## src/verilog/rsc_pkg.sv

```systemverilog
package rsc_pkg;

  // clock and timing
  localparam int CLK_PERIOD_NS = 4;
  localparam int SETTLE_NS = 100;
  localparam int SETTLE_CYC_INT = (SETTLE_NS + CLK_PERIOD_NS - 1) / CLK_PERIOD_NS;
  localparam int CNT_W = 8;
  localparam logic [CNT_W-1:0] SETTLE_CYC = CNT_W'(SETTLE_CYC_INT);
  localparam logic [CNT_W-1:0] CNT_ONE = 8'h01;
  localparam logic [CNT_W-1:0] CNT_ZERO = 8'h00;

  // strap vector layout
  localparam int STRAP_W = 5;
  localparam int STRAP_IF0 = 0;
  localparam int STRAP_IF1 = 1;
  localparam int STRAP_AC0 = 2;
  localparam int STRAP_AC1 = 3;
  localparam int STRAP_TEST = 4;
  localparam int SYNC_W = STRAP_W + 1;
  localparam int SYNC_RST = STRAP_W;

  // register port
  localparam int ADDR_W = 8;
  localparam int DATA_W = 32;
  localparam logic [ADDR_W-1:0] REG_STRAP_STATUS = 8'h00;
  localparam logic [ADDR_W-1:0] REG_REF_SELECT = 8'h04;
  localparam logic [ADDR_W-1:0] REG_DEV_STATE = 8'h08;
  localparam int STATE_READY_BIT = 0;
  localparam int STATE_SETTLE_BIT = 1;
  localparam logic [DATA_W-1:0] RDATA_ZERO = 32'h0000_0000;

  // reference input select
  localparam int REF_SEL_W = 2;
  localparam logic [REF_SEL_W-1:0] REF_SEL_OFF = 2'h0;
  localparam logic [REF_SEL_W-1:0] REF_SEL_XTAL = 2'h1;
  localparam logic [REF_SEL_W-1:0] REF_SEL_OSC = 2'h2;
  localparam logic [REF_SEL_W-1:0] REF_SEL_RESET = REF_SEL_XTAL;

  // host interface codes
  localparam logic [1:0] IFACE_SPI = 2'h3;
  localparam int I2C_ADDR_W = 7;
  localparam logic [4:0] I2C_ADDR_BASE = 5'h1b;

  // auto configuration codes
  localparam logic [1:0] AC_CFG0 = 2'h0;
  localparam logic [1:0] AC_CFG1 = 2'h1;
  localparam logic [1:0] AC_CFG2 = 2'h2;
  localparam logic [1:0] AC_CFG3 = 2'h3;

  typedef struct packed {
    logic test;
    logic [1:0] auto_cfg;
    logic [1:0] iface;
  } rsc_strap_t;

  typedef struct packed {
    logic out1_cml_en;
    logic out2_cml_en;
    logic out2_hstl_en;
    logic out3_cmos_en;
    logic ref_xtal_25m;
  } rsc_out_cfg_t;

  typedef struct packed {
    logic spi_mode;
    logic [I2C_ADDR_W-1:0] i2c_addr;
  } rsc_host_cfg_t;

  typedef enum logic [1:0] {ST_IN_RESET, ST_SETTLE, ST_READY} rsc_state_t;

  function automatic rsc_host_cfg_t decode_host(input logic [1:0] code);
    rsc_host_cfg_t h;
    h.spi_mode = (code == IFACE_SPI);
    h.i2c_addr = h.spi_mode ? 7'h00 : {I2C_ADDR_BASE, code};
    return h;
  endfunction

  function automatic rsc_out_cfg_t decode_auto(input logic [1:0] code);
    rsc_out_cfg_t c;
    c = '0;
    c.out1_cml_en = 1'h1;
    c.ref_xtal_25m = 1'h1;
    unique case (code)
      AC_CFG0: c.out2_cml_en = 1'h0;
      AC_CFG1: c.out2_cml_en = 1'h1;
      AC_CFG2: c.out2_hstl_en = 1'h1;
      AC_CFG3: begin
        c.out2_cml_en = 1'h1;
        c.out3_cmos_en = 1'h1;
      end
    endcase
    return c;
  endfunction

endpackage

```

## src/verilog/rsc_strap_loader.sv

```systemverilog
`timescale 1ns/1ns
module rsc_strap_loader (
  // clock, reset, enable
  input wire logic clk_i,
  input wire logic rst_n_i,
  input wire logic ce_i,
  // strap and reset pins
  input wire logic chip_reset_low_i,
  input wire logic test_strap_i,
  input wire logic auto_cfg_sel_bit0_i,
  input wire logic auto_cfg_sel_bit1_i,
  input wire logic iface_sel0_or_chip_select_i,
  output logic iface_sel0_or_chip_select_o,
  output logic iface_sel0_or_chip_select_oe_o,
  input wire logic iface_sel1_or_serial_out_i,
  output logic iface_sel1_or_serial_out_o,
  output logic iface_sel1_or_serial_out_oe_o,
  // reference and status pins
  output logic ref_pin_a_se_en_o,
  output logic ref_xtal_drv_en_o,
  output logic ready_o,
  // serial engine side
  input wire logic spi_miso_i,
  input wire logic spi_miso_oe_i,
  output logic spi_cs_n_o,
  output logic serial_out_pin_o,
  // configuration to the device core
  output logic test_mode_o,
  output rsc_pkg::rsc_host_cfg_t host_cfg_o,
  output rsc_pkg::rsc_out_cfg_t out_cfg_o,
  // register port
  input wire logic [rsc_pkg::ADDR_W-1:0] reg_addr_i,
  input wire logic [rsc_pkg::DATA_W-1:0] reg_wdata_i,
  input wire logic reg_wr_i,
  input wire logic reg_rd_i,
  output logic [rsc_pkg::DATA_W-1:0] reg_rdata_o
);

  logic [rsc_pkg::SYNC_W-1:0] pins_raw;
  logic [rsc_pkg::SYNC_W-1:0] pins_s;
  logic pin_rst;
  logic pin_rise;
  rsc_pkg::rsc_strap_t straps_s;

  rsc_pkg::rsc_state_t st_r;
  rsc_pkg::rsc_state_t st_nxt;
  logic [rsc_pkg::CNT_W-1:0] cnt_r;
  logic [rsc_pkg::CNT_W-1:0] cnt_nxt;
  logic pin_rst_d_r;
  logic pin_rst_d_nxt;
  rsc_pkg::rsc_strap_t strap_r;
  rsc_pkg::rsc_strap_t strap_nxt;
  logic [rsc_pkg::REF_SEL_W-1:0] ref_sel_r;
  logic [rsc_pkg::REF_SEL_W-1:0] ref_sel_nxt;
  logic ready_r;
  logic ready_nxt;
  rsc_pkg::rsc_host_cfg_t host_cfg_r;
  rsc_pkg::rsc_host_cfg_t host_cfg_nxt;
  rsc_pkg::rsc_out_cfg_t out_cfg_r;
  rsc_pkg::rsc_out_cfg_t out_cfg_nxt;
  logic ref_se_r;
  logic ref_se_nxt;
  logic ref_xtal_r;
  logic ref_xtal_nxt;
  logic [rsc_pkg::DATA_W-1:0] rdata_r;
  logic [rsc_pkg::DATA_W-1:0] rdata_nxt;
  logic [rsc_pkg::DATA_W-1:0] dev_state_word;

  // reset pin and straps share one synchroniser so they line up to the cycle
  assign pins_raw[rsc_pkg::SYNC_RST] = chip_reset_low_i;
  assign pins_raw[rsc_pkg::STRAP_TEST] = test_strap_i;
  assign pins_raw[rsc_pkg::STRAP_AC1] = auto_cfg_sel_bit1_i;
  assign pins_raw[rsc_pkg::STRAP_AC0] = auto_cfg_sel_bit0_i;
  assign pins_raw[rsc_pkg::STRAP_IF1] = iface_sel1_or_serial_out_i;
  assign pins_raw[rsc_pkg::STRAP_IF0] = iface_sel0_or_chip_select_i;

  rsc_sync2 #(
    .W(rsc_pkg::SYNC_W)
  ) u_pin_sync (
    .clk_i(clk_i),
    .rst_n_i(rst_n_i),
    .ce_i(ce_i),
    .d_i(pins_raw),
    .q_o(pins_s)
  );

  assign pin_rst = pins_s[rsc_pkg::SYNC_RST];
  assign straps_s = rsc_pkg::rsc_strap_t'(pins_s[rsc_pkg::STRAP_W-1:0]);
  assign pin_rise = pin_rst && !pin_rst_d_r;

  // configuration state
  always_comb begin
    st_nxt = st_r;
    cnt_nxt = cnt_r;
    pin_rst_d_nxt = pin_rst;
    strap_nxt = strap_r;
    ref_sel_nxt = ref_sel_r;
    if (!pin_rst) begin
      // held at defaults for as long as the pin stays low
      st_nxt = rsc_pkg::ST_IN_RESET;
      cnt_nxt = rsc_pkg::CNT_ZERO;
      strap_nxt = '0;
      ref_sel_nxt = rsc_pkg::REF_SEL_RESET;
    end else begin
      unique case (st_r)
        rsc_pkg::ST_IN_RESET: begin
          if (pin_rise) begin
            strap_nxt = straps_s;
            ref_sel_nxt = rsc_pkg::REF_SEL_XTAL;
            cnt_nxt = rsc_pkg::SETTLE_CYC - rsc_pkg::CNT_ONE;
            st_nxt = rsc_pkg::ST_SETTLE;
          end
        end
        rsc_pkg::ST_SETTLE: begin
          if (cnt_r == rsc_pkg::CNT_ZERO) begin
            st_nxt = rsc_pkg::ST_READY;
          end else begin
            cnt_nxt = cnt_r - rsc_pkg::CNT_ONE;
          end
        end
        rsc_pkg::ST_READY: begin
          st_nxt = rsc_pkg::ST_READY;
        end
      endcase
      // software may override the reference choice once configured
      if (reg_wr_i && (reg_addr_i == rsc_pkg::REG_REF_SELECT) && (st_r != rsc_pkg::ST_IN_RESET)) begin
        ref_sel_nxt = reg_wdata_i[rsc_pkg::REF_SEL_W-1:0];
      end
    end
    ready_nxt = (st_nxt == rsc_pkg::ST_READY);
    host_cfg_nxt = rsc_pkg::decode_host(strap_nxt.iface);
    out_cfg_nxt = rsc_pkg::decode_auto(strap_nxt.auto_cfg);
    ref_se_nxt = (ref_sel_nxt == rsc_pkg::REF_SEL_OSC);
    ref_xtal_nxt = (ref_sel_nxt == rsc_pkg::REF_SEL_XTAL);
  end

  always_ff @(posedge clk_i) begin
    if (!rst_n_i) begin
      st_r <= rsc_pkg::ST_IN_RESET;
      cnt_r <= rsc_pkg::CNT_ZERO;
      pin_rst_d_r <= 1'h0;
      strap_r <= '0;
      ref_sel_r <= rsc_pkg::REF_SEL_RESET;
      ready_r <= 1'h0;
      host_cfg_r <= '0;
      out_cfg_r <= '0;
      ref_se_r <= 1'h0;
      // matches the crystal default of the select register so both agree from the first edge
      ref_xtal_r <= 1'h1;
    end else if (ce_i) begin
      st_r <= st_nxt;
      cnt_r <= cnt_nxt;
      pin_rst_d_r <= pin_rst_d_nxt;
      strap_r <= strap_nxt;
      ref_sel_r <= ref_sel_nxt;
      ready_r <= ready_nxt;
      host_cfg_r <= host_cfg_nxt;
      out_cfg_r <= out_cfg_nxt;
      ref_se_r <= ref_se_nxt;
      ref_xtal_r <= ref_xtal_nxt;
    end
  end

  // register reads, answer only in the cycle after the strobe
  always_comb begin
    dev_state_word = rsc_pkg::RDATA_ZERO;
    dev_state_word[rsc_pkg::STATE_READY_BIT] = ready_r;
    dev_state_word[rsc_pkg::STATE_SETTLE_BIT] = (st_r == rsc_pkg::ST_SETTLE);
    rdata_nxt = rsc_pkg::RDATA_ZERO;
    if (reg_rd_i) begin
      unique case (reg_addr_i)
        rsc_pkg::REG_STRAP_STATUS: rdata_nxt[rsc_pkg::STRAP_W-1:0] = strap_r;
        rsc_pkg::REG_REF_SELECT: rdata_nxt[rsc_pkg::REF_SEL_W-1:0] = ref_sel_r;
        rsc_pkg::REG_DEV_STATE: rdata_nxt = dev_state_word;
        default: rdata_nxt = rsc_pkg::RDATA_ZERO;
      endcase
    end
  end

  always_ff @(posedge clk_i) begin
    if (!rst_n_i) begin
      rdata_r <= rsc_pkg::RDATA_ZERO;
    end else if (ce_i) begin
      rdata_r <= rdata_nxt;
    end
  end

  // pin hand-over: straps stay undriven until the device is ready
  assign iface_sel0_or_chip_select_o = 1'h1;
  assign iface_sel0_or_chip_select_oe_o = 1'h0;
  assign iface_sel1_or_serial_out_o = spi_miso_i;
  assign iface_sel1_or_serial_out_oe_o = ready_r && host_cfg_r.spi_mode && spi_miso_oe_i;
  assign spi_cs_n_o = (ready_r && host_cfg_r.spi_mode) ? straps_s.iface[0] : 1'h1;
  assign serial_out_pin_o = straps_s.iface[1];

  assign ref_pin_a_se_en_o = ref_se_r;
  assign ref_xtal_drv_en_o = ref_xtal_r;
  assign ready_o = ready_r;
  assign test_mode_o = strap_r.test;
  assign host_cfg_o = host_cfg_r;
  assign out_cfg_o = out_cfg_r;
  assign reg_rdata_o = rdata_r;
endmodule // rsc_strap_loader

```

## src/verilog/rsc_sync2.sv

```systemverilog
`timescale 1ns/1ns
module rsc_sync2 #(
  parameter int W = 1
) (
  // clock and reset
  input wire logic clk_i,
  input wire logic rst_n_i,
  input wire logic ce_i,
  // data
  input wire logic [W-1:0] d_i,
  output logic [W-1:0] q_o
);

  logic [W-1:0] meta_r;
  logic [W-1:0] meta_nxt;
  logic [W-1:0] q_r;
  logic [W-1:0] q_nxt;

  // first stage feeds only the second stage
  always_comb begin
    meta_nxt = d_i;
    q_nxt = meta_r;
  end

  always_ff @(posedge clk_i) begin
    if (!rst_n_i) begin
      meta_r <= '0;
      q_r <= '0;
    end else if (ce_i) begin
      meta_r <= meta_nxt;
      q_r <= q_nxt;
    end
  end

  assign q_o = q_r;

endmodule // rsc_sync2
```

## config.mk

```make
export PLATFORM = sky130hd
export DESIGN_NAME = rsc_strap_loader
export DESIGN_NICKNAME = d
export VERILOG_FILES = /design/src/verilog/rsc_pkg.sv /design/src/verilog/rsc_strap_loader.sv /design/src/verilog/rsc_sync2.sv
export SDC_FILE = /design/constraint.sdc
export NUM_CORES = 1
export LEC_CHECK = 0
export BUFFER_PORTS_ARGS = -buffer_cell sky130_fd_sc_hd__buf_2
export CORE_AREA = 2 2 81 83
export DETAILED_ROUTE_END_ITERATION = 10
export DIE_AREA = 0 0 83 85
export GPL_TIMING_DRIVEN = 0
export PLACE_DENSITY = 0.74
export SLEW_MARGIN = 15
export SYNTH_ARGS = -nofsm -noshare
export SYNTH_HDL_FRONTEND = slang
export SYNTH_SLANG_ARGS = --single-unit
export TNS_END_PERCENT = 50
```

## constraint.sdc

```tcl
create_clock -name clk_i -period 1.9 [get_ports clk_i]
set_clock_uncertainty 0.1 [all_clocks]
set_input_delay 0.475 -clock clk_i [delete_from_list [all_inputs] [get_ports clk_i]]
set_output_delay 0.475 -clock clk_i [all_outputs]
set_load 0.1 [all_outputs]
```

# Yosys cells after proc, flatten, opt, wreduce, memory -nomap -nowiden
# Index checks and enable logic that the tools add are counted.
[totals]
register_bits = 77
inputBits = 53
out_inout_bits = 55
elab_cells = 72
[op_classes]
addsub = 1
eq_ne = 16
mux = 23
reduce_logical = 13
[op_table]
columns = ["cell", "count"]
rows = [
  ["$mux 8", 3],
  ["$mux 5", 4],
  ["$logic_not 8->1", 2],
  ["$pmux 8 s2", 1],
  ["$mux 2", 7],
  ["$eq 2x2->1 const B", 6],
  ["$pmux 2 s3", 2],
  ["$ne 3x3->1 const B", 3],
  ["$eq 8x3->1 const B", 1],
  ["$eq 8x4->1 const B", 1],
  ["$sub 8x1->8 const B", 1],
  ["$mux 7", 1],
  ["$eq 2x1->1 const B", 3],
  ["$logic_and 1x1->1", 5],
  ["$mux 1", 4],
  ["$ne 2x2->1 const B", 2],
  ["$reduce_and 4->1", 1],
  ["$mux 3", 1],
  ["$reduce_and 3->1", 1],
  ["$logic_not 2->1", 1],
  ["$reduce_bool 2->1", 1],
  ["$reduce_or 2->1", 1],
  ["$logic_not 1->1", 1],
]

# Longest topological paths before layout
# Gate-level depths: netlist (run 1).
[depth]
word_depth = 8
mapped_depth = 8
mapped_depth_nobuf = 7

# By module
# From an unflattened synthesis (run 1), not the netlist that was laid out.
[hier_totals]
hier_cells = 292
hier_area_um2 = 2542.4
[modules_own_cells]
columns = ["mod", "n_inst", "cells_each", "area_per_inst_um2", "seq_area_each_um2"]
rows = [
  ["rsc_strap_loader", 1, 254, 2092.0, 680.7],
  ["rsc_sync2", 1, 38, 450.4, 240.2],
]

# Worst setup path before layout (run 1)
# Ideal clock, no wire load.
[synth_path]
path_kind = "register -> output"
start = "register ready_r, in the netlist ready_o"
end = "output port spi_cs_n_o"
arrival_ns = 1.980
required_ns = 1.325
setup_slack_ns = -0.655
stages_incl_launch_ff = 2
path_buffers = 0
path_cell_list = "dfxtp_1 -> nand3b_1"
[synth_via]
elab_chain_len = 2
[synth_rtl]
columns = ["item", "line", "text"]
rows = [
  ["start: declaration", "rsc_strap_loader.sv:55", "logic ready_r;"],
  ["start signal: assignment", "rsc_strap_loader.sv:156", "ready_r <= ready_nxt;"],
  ["$logic_and 1x1->1", "rsc_strap_loader.sv:193", "assign spi_cs_n_o = (ready_r && host_cfg_r.spi_mode) ? straps_s.iface[0] : 1'h1;"],
  ["$mux 1", "rsc_strap_loader.sv:193", ""],
  ["end: declaration", "rsc_strap_loader.sv:25", "output logic spi_cs_n_o,"],
]
# Every way passes these cells.

# Worst setup path in the final report (run 1)
[layout_path]
start = "register st_r[1]"
end = "register cnt_r[7] (netlist name)"
[layout_via]
elab_chain_len = 3
elab_cells_between_ends = 8
classes_between = "4 x eq/ne; 2 x mux; 2 x reduce/logical"
[layout_rtl]
columns = ["item", "line", "text"]
rows = [
  ["start: declaration", "rsc_strap_loader.sv:45", "rsc_pkg::rsc_state_t st_r;"],
  ["start signal: assignment", "rsc_strap_loader.sv:139", "st_r <= rsc_pkg::ST_IN_RESET;"],
  ["start signal: assignment", "rsc_strap_loader.sv:151", "st_r <= st_nxt;"],
  ["$eq 2x1->1 / $logic_not 2->1 (equally long branches)", "rsc_strap_loader.sv:105", "unique case (st_r)"],
  ["$ne 3x3->1 (no line) / $pmux 8 s2 (equally long branches)", "--", ""],
  ["$reduce_and 4->1 (no line) / $mux 8 (equally long branches)", "--", ""],
  ["end signal: assignment", "rsc_strap_loader.sv:140", "cnt_r <= rsc_pkg::CNT_ZERO;"],
  ["end signal: assignment", "rsc_strap_loader.sv:152", "cnt_r <= cnt_nxt;"],
  ["end: declaration", "rsc_strap_loader.sv:47", "logic [rsc_pkg::CNT_W-1:0] cnt_r;"],
]
# Several ways; a longest one is shown, not always the timed one.
# A chain may end at the register's enable or synchronous reset.

==> summary.md, run 1 <==
| Metric | Value |
|---|---|
| Status | complete, no violations |
| Min-delay src | test_strap_i |
| Mapped Cells | 280 |
| Clk pin slew, worst setup/hold paths | ~0.090 ns |
| Hold Vio Cnt, Final | 0 |
| Top cell type's share of synthesized area | slightly below 40% |
| DRC Markers | 0 |
| Critical Path, Cell by Cell | inv_2 -> ha_2 -> buf_6 -> nand2b_4 -> a31oi_4 -> nand3_2 -> or3_1 -> a21oi_1 |
| Final RePlAce weighted congestion | approximately 0.76 |
| Power per cell area | approximately 740 nW/um^2 |
| Hpwl dp | 4.03 mm |
| Number of global-route vias before repair | 1,889 |
| Worst-case hold path end point | u_pin_sync.meta_r[4]$_SDFFE_PN0P_ |
| Die Wd | approximately 83 um |
| Via density | ~4.7 |
| Synth Register Bits | 46 |
| CTS sink count | 46 |
| Starting density of the core | a little under two fifths |
| Crit path max fanout | 7 |
| Top FF cell, synth | dfxtp_1 |
| Nets@finish | roughly 420 |
| Worst Path Buf+Inv | 2 |
| DIE AREA | between 7000 and 8000 sq um |
| Gr usage total | between 10% and 20% |
| Layout cells sized above 1 | between 30 and 40% |
| Max Cap Viol | 0 |
| Post-layout util | just under 50% |
| Starting DRT DRC Count | just over 90 |
| Worst EP required | just over 2 ns |
| Highest clock rate | roughly 540 MHz |
| H-tree Lvls | 2 |
| Pins Over Slew Limit | 0 |
| Top area cells in the synthesized netlist | dfxtp_1 39%, buf_4 11%, mux2i_1 7.6% |
| Crit path time final | roughly 1.8 ns |
| Setup Total Neg Slack | 0 ns |
| Relative slew slack | between 60% and 70% |
| FFs w/ async S/R, synth | 0% |
| Synthesized area | around 2400 sq um |
| Hold Crit Depth | 3 |
| Largest net degree at the start of global routing | 17 |
| Area grow syn2layout | 26.5% |
| Yosys warns | 0 |
| DR vias | ~2,100 |
| Most frequent cells in the layout | 47 x buf_2, 41 x buf_4, 40 x dfxtp_1, 39 x nor2_1, 30 x conb_1 |
| Most common cell after layout, fill and taps aside | buf_2 |
| Synth area leader | dfxtp_1 |
| Antenna violations before repair | 0 |
| Port-buffer cells | between 40 and 50 |
| Hold Buf Count CTS | 0 |
| Slowest cell delay on critical path | between 0.3 and 0.4 ns |
| R2R Setup Slk | roughly 0.058 ns |
| Cell variety after synth | 50 |
| EDFF count, synth | 0 |
| CP endpoint kind | register |
| Crit share post-route | between 90% and 100% |
| R2R cell count | 8 |
| P_leak | 1.40 nW |
| Root buffer cell | clkbuf_8 |
| Antenna cells | 0 |
| RR Startpoint | st_r[1]$_SDFFE_PN0P_ |
| Row cnt | 29 |
| Final setup viols | 0 |
| Clock buffer depth | 2 |
| Slowest cell on crit path | dfxtp_4 |
| Mean Syn Cell Area | between 8 and 9 sq um |
| WP data arrival | 1.97 ns |
| CORE AREA | between 6000 and 7000 sq um |
| Worst VDD drop | roughly 0.00054 V |
| IO Pins | ~110 |
| Class of the worst hold path | input port to register |
| DR pass1 iterations | 4 |
| Setup crit start kind | register |
| Worst setup path class | register to register |
| Final ANT Viol Nets | 0 |
| CTS tree | built |
| Final wirelength | 5.38 mm |
| Seq/Total Area, Yosys | roughly two fifths |
| Cell family with most CP delay | simple AND/OR/NAND/NOR gates |
| WL per Instance | about 12 um |
| First-pass GRT wire length | roughly 8.8 mm |
| CTS buffer count | 5 |
| Die Y | about 85 um |
| FF-to-FF End | cnt_r[7]$_SDFFE_PN0P_ |
| GR Overflow Total | 0 |
| Fillers | 633 |
| Clock Latency Late Sink | ~0.3 ns |
| Slew @ Worst Pin | between 0.5 and 0.6 ns |
==> sequential cells by signal, indices dropped and copies added, names as in the netlist <==
signal / count
cnt_r: 8
u_pin_sync.meta_r: 6
u_pin_sync.q_o: 6
reg_rdata_o: 5
host_cfg_o: 4
out_cfg_o: 4
strap_r: 4
ref_sel_r: 2
st_r: 2
pin_rst_d_r: 1
ready_o: 1
ref_pin_a_se_en_o: 1
ref_xtal_drv_en_o: 1
test_mode_o: 1
==> area by class of cell <==
cell class,count,area [sq um],area share (%)
multi-input cells,209,1270,42.3
flip-flops and latches,46,931,31.0
plain buffers,45,312,10.4
repair buffers,51,273,9.07
well taps,77,96.3,3.20
clock buffers,5,68.8,2.29
inverters,8,30.0,0.999
clock inverters,3,25.0,0.832
==> how the worst max path moves through the flow <==
stage / startpoint / to / depth (start not counted)
global placement: ce_i / reg_rdata_o[3]$_SDFFE_PN0P_ / 6
floorplan: host_cfg_o[7]$_SDFFE_PN0P_ / spi_cs_n_o / 1
detailed placement: st_r[1]$_SDFFE_PN0P_ / cnt_r[7]$_SDFFE_PN0P_ / 7
CTS: st_r[0]$_SDFFE_PN0P_ / cnt_r[7]$_SDFFE_PN0P_ / 7
global route: cnt_r[0]$_SDFFE_PN0P_ / ready_o$_SDFFE_PN0P_ / 7
finish: st_r[1]$_SDFFE_PN0P_ / cnt_r[7]$_SDFFE_PN0P_ / 8
==> power by group <==
part | switching, mW | total, mW | internal (mW) | leakage, nW
Clock | 0.354 | 0.619 | 0.266 | 0.0447
Sequential | 0.0200 | 1.01 | 0.986 | 0.377
Combinational | 0.466 | 0.601 | 0.135 | 0.982
==> Yosys cell counts (2+ instances only) <==
cell and count:
a21oi_1 24, a22oi_1 4, a31oi_1 3, and2_1 4
and3_1 2, buf_2 3, buf_4 35, clkbuf_1 5
conb_1 2, dfxtp_1 46, ha_1 5, inv_1 6
mux2i_1 18, nand2_1 26, nand2b_4 2, nand3_1 8
nand3b_1 2, nor2_1 39, nor2b_1 3, nor3_1 2
nor4_1 2, o21ai_0 5, o221a_2 2, o31ai_1 2
or3_1 4, xor2_1 2
==> layer usage <==
layer | GRT usage, % | routed length [um] | part of all wire, % | vias up
li1 | - | - | - | 1082
met5 | 0 | 0 | 0 | -
met3 | 4.28 | 363 | 6.7 | 8
met2 | 26.2 | 2640 | 49 | 69
met4 | 4.92 | 99 | 1.8 | 0
met1 | 18.7 | 2280 | 42 | 937
==> kinds of logic after synthesis <==
group	share of synthesized area [%]
buffers and inverters	14.4
XOR/XNOR	0.737
adder cells (fa/ha/maj)	2.63
other	0.316
AND/OR/NAND/NOR	20.6
AO/OA/AOI/OAI	15.1
multiplexers	7.58
flip-flops	38.7
==> stage by stage <==
stage                     hold WS (ns)  cells  power [mW]  cell area, sq um  setup WS, ns
final                            0.298    444        2.23              3010        0.0576
after global routing             0.306    444        2.32              3010       -0.0284
after CTS                        0.297    439        2.23              2910       0.00132
after detailed placement         0.356    430        1.62              2810       -0.0756
after global placement           0.356    430        1.61              2810       -0.0252
after floorplan                  0.354    308        1.54              2490        -0.204
==> worst min-delay path, delay by kind of cell <==
| family | cells | cell delay [ns] |
|---|---|---|
| buf+inv | 1 | 0.07 |
| mux | 1 | 0.05 |
| simple gates | 1 | 0.07 |
==> what timing repair did <==
| action | 4_1_cts | 5_1_grt |
|---|---|---|
| setup endpoints to repair | 4 | 18 |
| resized for setup | 2 | 17 |
| cloned | 0 | 0 |
| pin swaps | 1 | 2 |
| endpoints found under the hold margin | 0 | 0 |
| setup buffers | 1 | 5 |
No activity file was read; power rests on OpenSTA's default activity.
==> run 2, diff against run 1 <==
--- a/config.mk
+++ b/config.mk
@@ -9,7 +9,6 @@
 export CORE_AREA = 2 2 81 83
 export DETAILED_ROUTE_END_ITERATION = 10
 export DIE_AREA = 0 0 83 85
-export GPL_TIMING_DRIVEN = 0
 export PLACE_DENSITY = 0.74
 export SLEW_MARGIN = 15
 export SYNTH_ARGS = -nofsm -noshare
==> summary.md, run 2 (synthesis results as in run 1) <==
| Metric | Value |
|---|---|
| Status | complete, no violations |
| IO Pins | 108 (unchanged) |
| Clock Latency Late Sink | 0.30 ns (about the same) |
| Starting density of the core | 38.3% (unchanged) |
| Via density | 4.96 (+5.0%) |
| Area grow syn2layout | 15.1% |
| CTS tree | built |
| H-tree Lvls | 2 (unchanged) |
| Die Y | 85 um (unchanged) |
| Row cnt | 29 (unchanged) |
| Layout cells sized above 1 | 26.0% (-8.3 points) |
| Worst setup path class | register to output port |
| Power per cell area | 797 nW/um^2 (+7.7%) |
| CORE AREA | 6200 sq um (unchanged) |
| P_leak | 1.22 nW (-13%) |
| WP data arrival | 1.23 ns (-0.74 ns) |
| Final RePlAce weighted congestion | 0.843 (+12%) |
| Worst EP required | 1.32 ns (-0.70 ns) |
| Max FFs per register | 8 (unchanged) |
| Worst setup startpoint | u_pin_sync.q_o[0]$_SDFFE_PN0P_ |
| Fillers | 622 (-1.7%) |
| Largest net degree at the start of global routing | 27 (+10) |
| Largest reg by FF count | cnt_r |
| Storage element area | 927 sq um (-0.40%) |
| Nets@finish | 384 (-9.4%) |
| Crit path max fanout | 3 (-4) |
| DRC Markers | 0 (unchanged) |
| Hold Buf Count CTS | 0 (unchanged) |
| Crit share post-route | 95.1% (-1.9 points) |
| CP endpoint kind | output port |
| Post-layout util | 44.1% (-4.4 points) |
| Crit path time final | 1.81 ns (-0.0354 ns) |
| Highest clock rate | 553 MHz (+2.0%) |
| CTS sink count | 46 (unchanged) |
| Setup crit start kind | register |
| Final ANT Viol Nets | 0 (unchanged) |
| Max Cap Viol | 0 (unchanged) |
| CTS buffer count | 5 (unchanged) |
| Hold Crit Depth | 3 (unchanged) |
| Most frequent cells in the layout | 44 x buf_2, 41 x dfxtp_1, 39 x nor2_1, 30 x conb_1, 26 x nand2_1 |
| Antenna violations before repair | 0 (unchanged) |
| DIE AREA | 7060 sq um (unchanged) |
| Gr usage total | 14.4% (-0.96 points) |
| DR vias | 2,003 (-4.4%) |
| Non-Filler Instances | 404 (-9.0%) |
| DR pass1 iterations | 4 (unchanged) |
| Hpwl dp | 3.72 mm (-7.7%) |
| GR Overflow Total | 0 (unchanged) |
| R2R Setup Slk | 0.12 ns (+0.06 ns) |
| Most common cell after layout, fill and taps aside | buf_2 |
| First-pass GRT wire length | 8.26 mm (-6.2%) |
| RR Startpoint | st_r[0]$_SDFFE_PN0P_ |
| Pins Over Slew Limit | 0 (unchanged) |
| FF-to-FF End | cnt_r[7]$_SDFFE_PN0P_ |
| Antenna cells | 0 (unchanged) |
| Root buffer cell | clkbuf_8 |
| Final wirelength | 5.03 mm (-6.5%) |
| Worst VDD drop | 0.000448 V (-18%) |
| Die Wd | 83 um (unchanged) |
| WL per Instance | 12.5 um (+2.7%) |
| Critical Path End | spi_cs_n_o |
| Worst hold slack | 0.296 ns (-0.00252 ns) |
| Number of global-route vias before repair | 1,839 (-2.6%) |
| Clock buffer depth | 2 (unchanged) |
| Footprint of the multi-input gates | 1250 sq um (-1.7%) |
| Class of the worst hold path | input port to register |
| RSZ-0062 raised after global routing | false |
| DP Cell Count | 396 (-7.9%) |
| Clk pin slew, worst setup/hold paths | 0.10 ns (about the same) |
| R2R cell count | 7 (-1) |
| Port-buffer cells | 45 (unchanged) |
| Starting DRT DRC Count | 73 (-20%) |
| Hold Vio Cnt, Final | 0 (unchanged) |
| Final setup viols | 0 (unchanged) |
[run 2: cell types whose count changed in the layout (fill, tap and decap cells not counted), moves of 2 or more]
cell      previous run  this run
buf_2               47        44
clkbuf_1             5         0
inv_2                3         1
inv_1                4         6
buf_4               41        10
buf_12               0         2
[run 2: report_power, final]
| group | leakage (nW) | total [mW] | switching (mW) | internal (mW) |
|---|---|---|---|---|
| logic | 0.799 | 0.530 | 0.440 | 0.0899 |
| clock network | 0.0467 | 0.641 | 0.368 | 0.273 |
| registers | 0.376 | 1.01 | 0.0222 | 0.987 |
[run 2: layout make-up]
type / instances / share of cell area [%]
clock inverter: 3 / 1.01
clock buffer: 5 / 2.52
inverter: 8 / 1.10
tap: 77 / 3.52
sequential: 46 / 33.9
timing repair buffer: 56 / 12.3
multi-input combinational: 209 / 45.7
[run 2: layer usage]
layer	share of wire (%)	routed length (um)	vias up	global-route usage [%]
met5	0	0	-	0
met2	48	2420	69	23.9
met3	5.3	267	12	3.50
met1	44	2230	931	17.9
met4	2.2	110	0	5.96
li1	-	-	991	-
[run 2: timing repair]
action,in CTS,in global routing
buffers inserted,0,0
pin swaps,0,2
setup endpoints to repair,1,10
resized for setup,1,9
[run 2: per-stage QoR]
stage          cell area [sq um]    TNS, ns  power [mW]  worst slack, ns
2_1_floorplan               2490     -0.253        1.54           -0.204
3_3_place_gp                2610          0        1.55           0.0859
3_5_place_dp                2610  -0.000550        1.55        -0.000550
4_1_cts                     2710          0        2.19           0.0188
5_1_grt                     2740          0        2.27           0.0113
6_report                    2740          0        2.18           0.0930
[run 2: worst min path at each step]
stage                                        end                 startpoint  slack, ns
2_1_floorplan              cnt_r[1]$_SDFFE_PN0P_      cnt_r[1]$_SDFFE_PN0P_       0.35
6_report       u_pin_sync.meta_r[3]$_SDFFE_PN0P_        auto_cfg_sel_bit1_i       0.30
3_3_place_gp           out_cfg_o[2]$_SDFFE_PN0P_  out_cfg_o[2]$_SDFFE_PN0P_       0.36
3_5_place_dp           out_cfg_o[2]$_SDFFE_PN0P_  out_cfg_o[2]$_SDFFE_PN0P_       0.36
4_1_cts        u_pin_sync.meta_r[3]$_SDFFE_PN0P_        auto_cfg_sel_bit1_i       0.29
5_1_grt        u_pin_sync.meta_r[4]$_SDFFE_PN0P_               test_strap_i       0.31
[run 2: worst max-delay path: stages, from the launching register on]
cell and delay (ns):
dfxtp_1 0.39, nand3b_1 0.12, buf_2 0.42
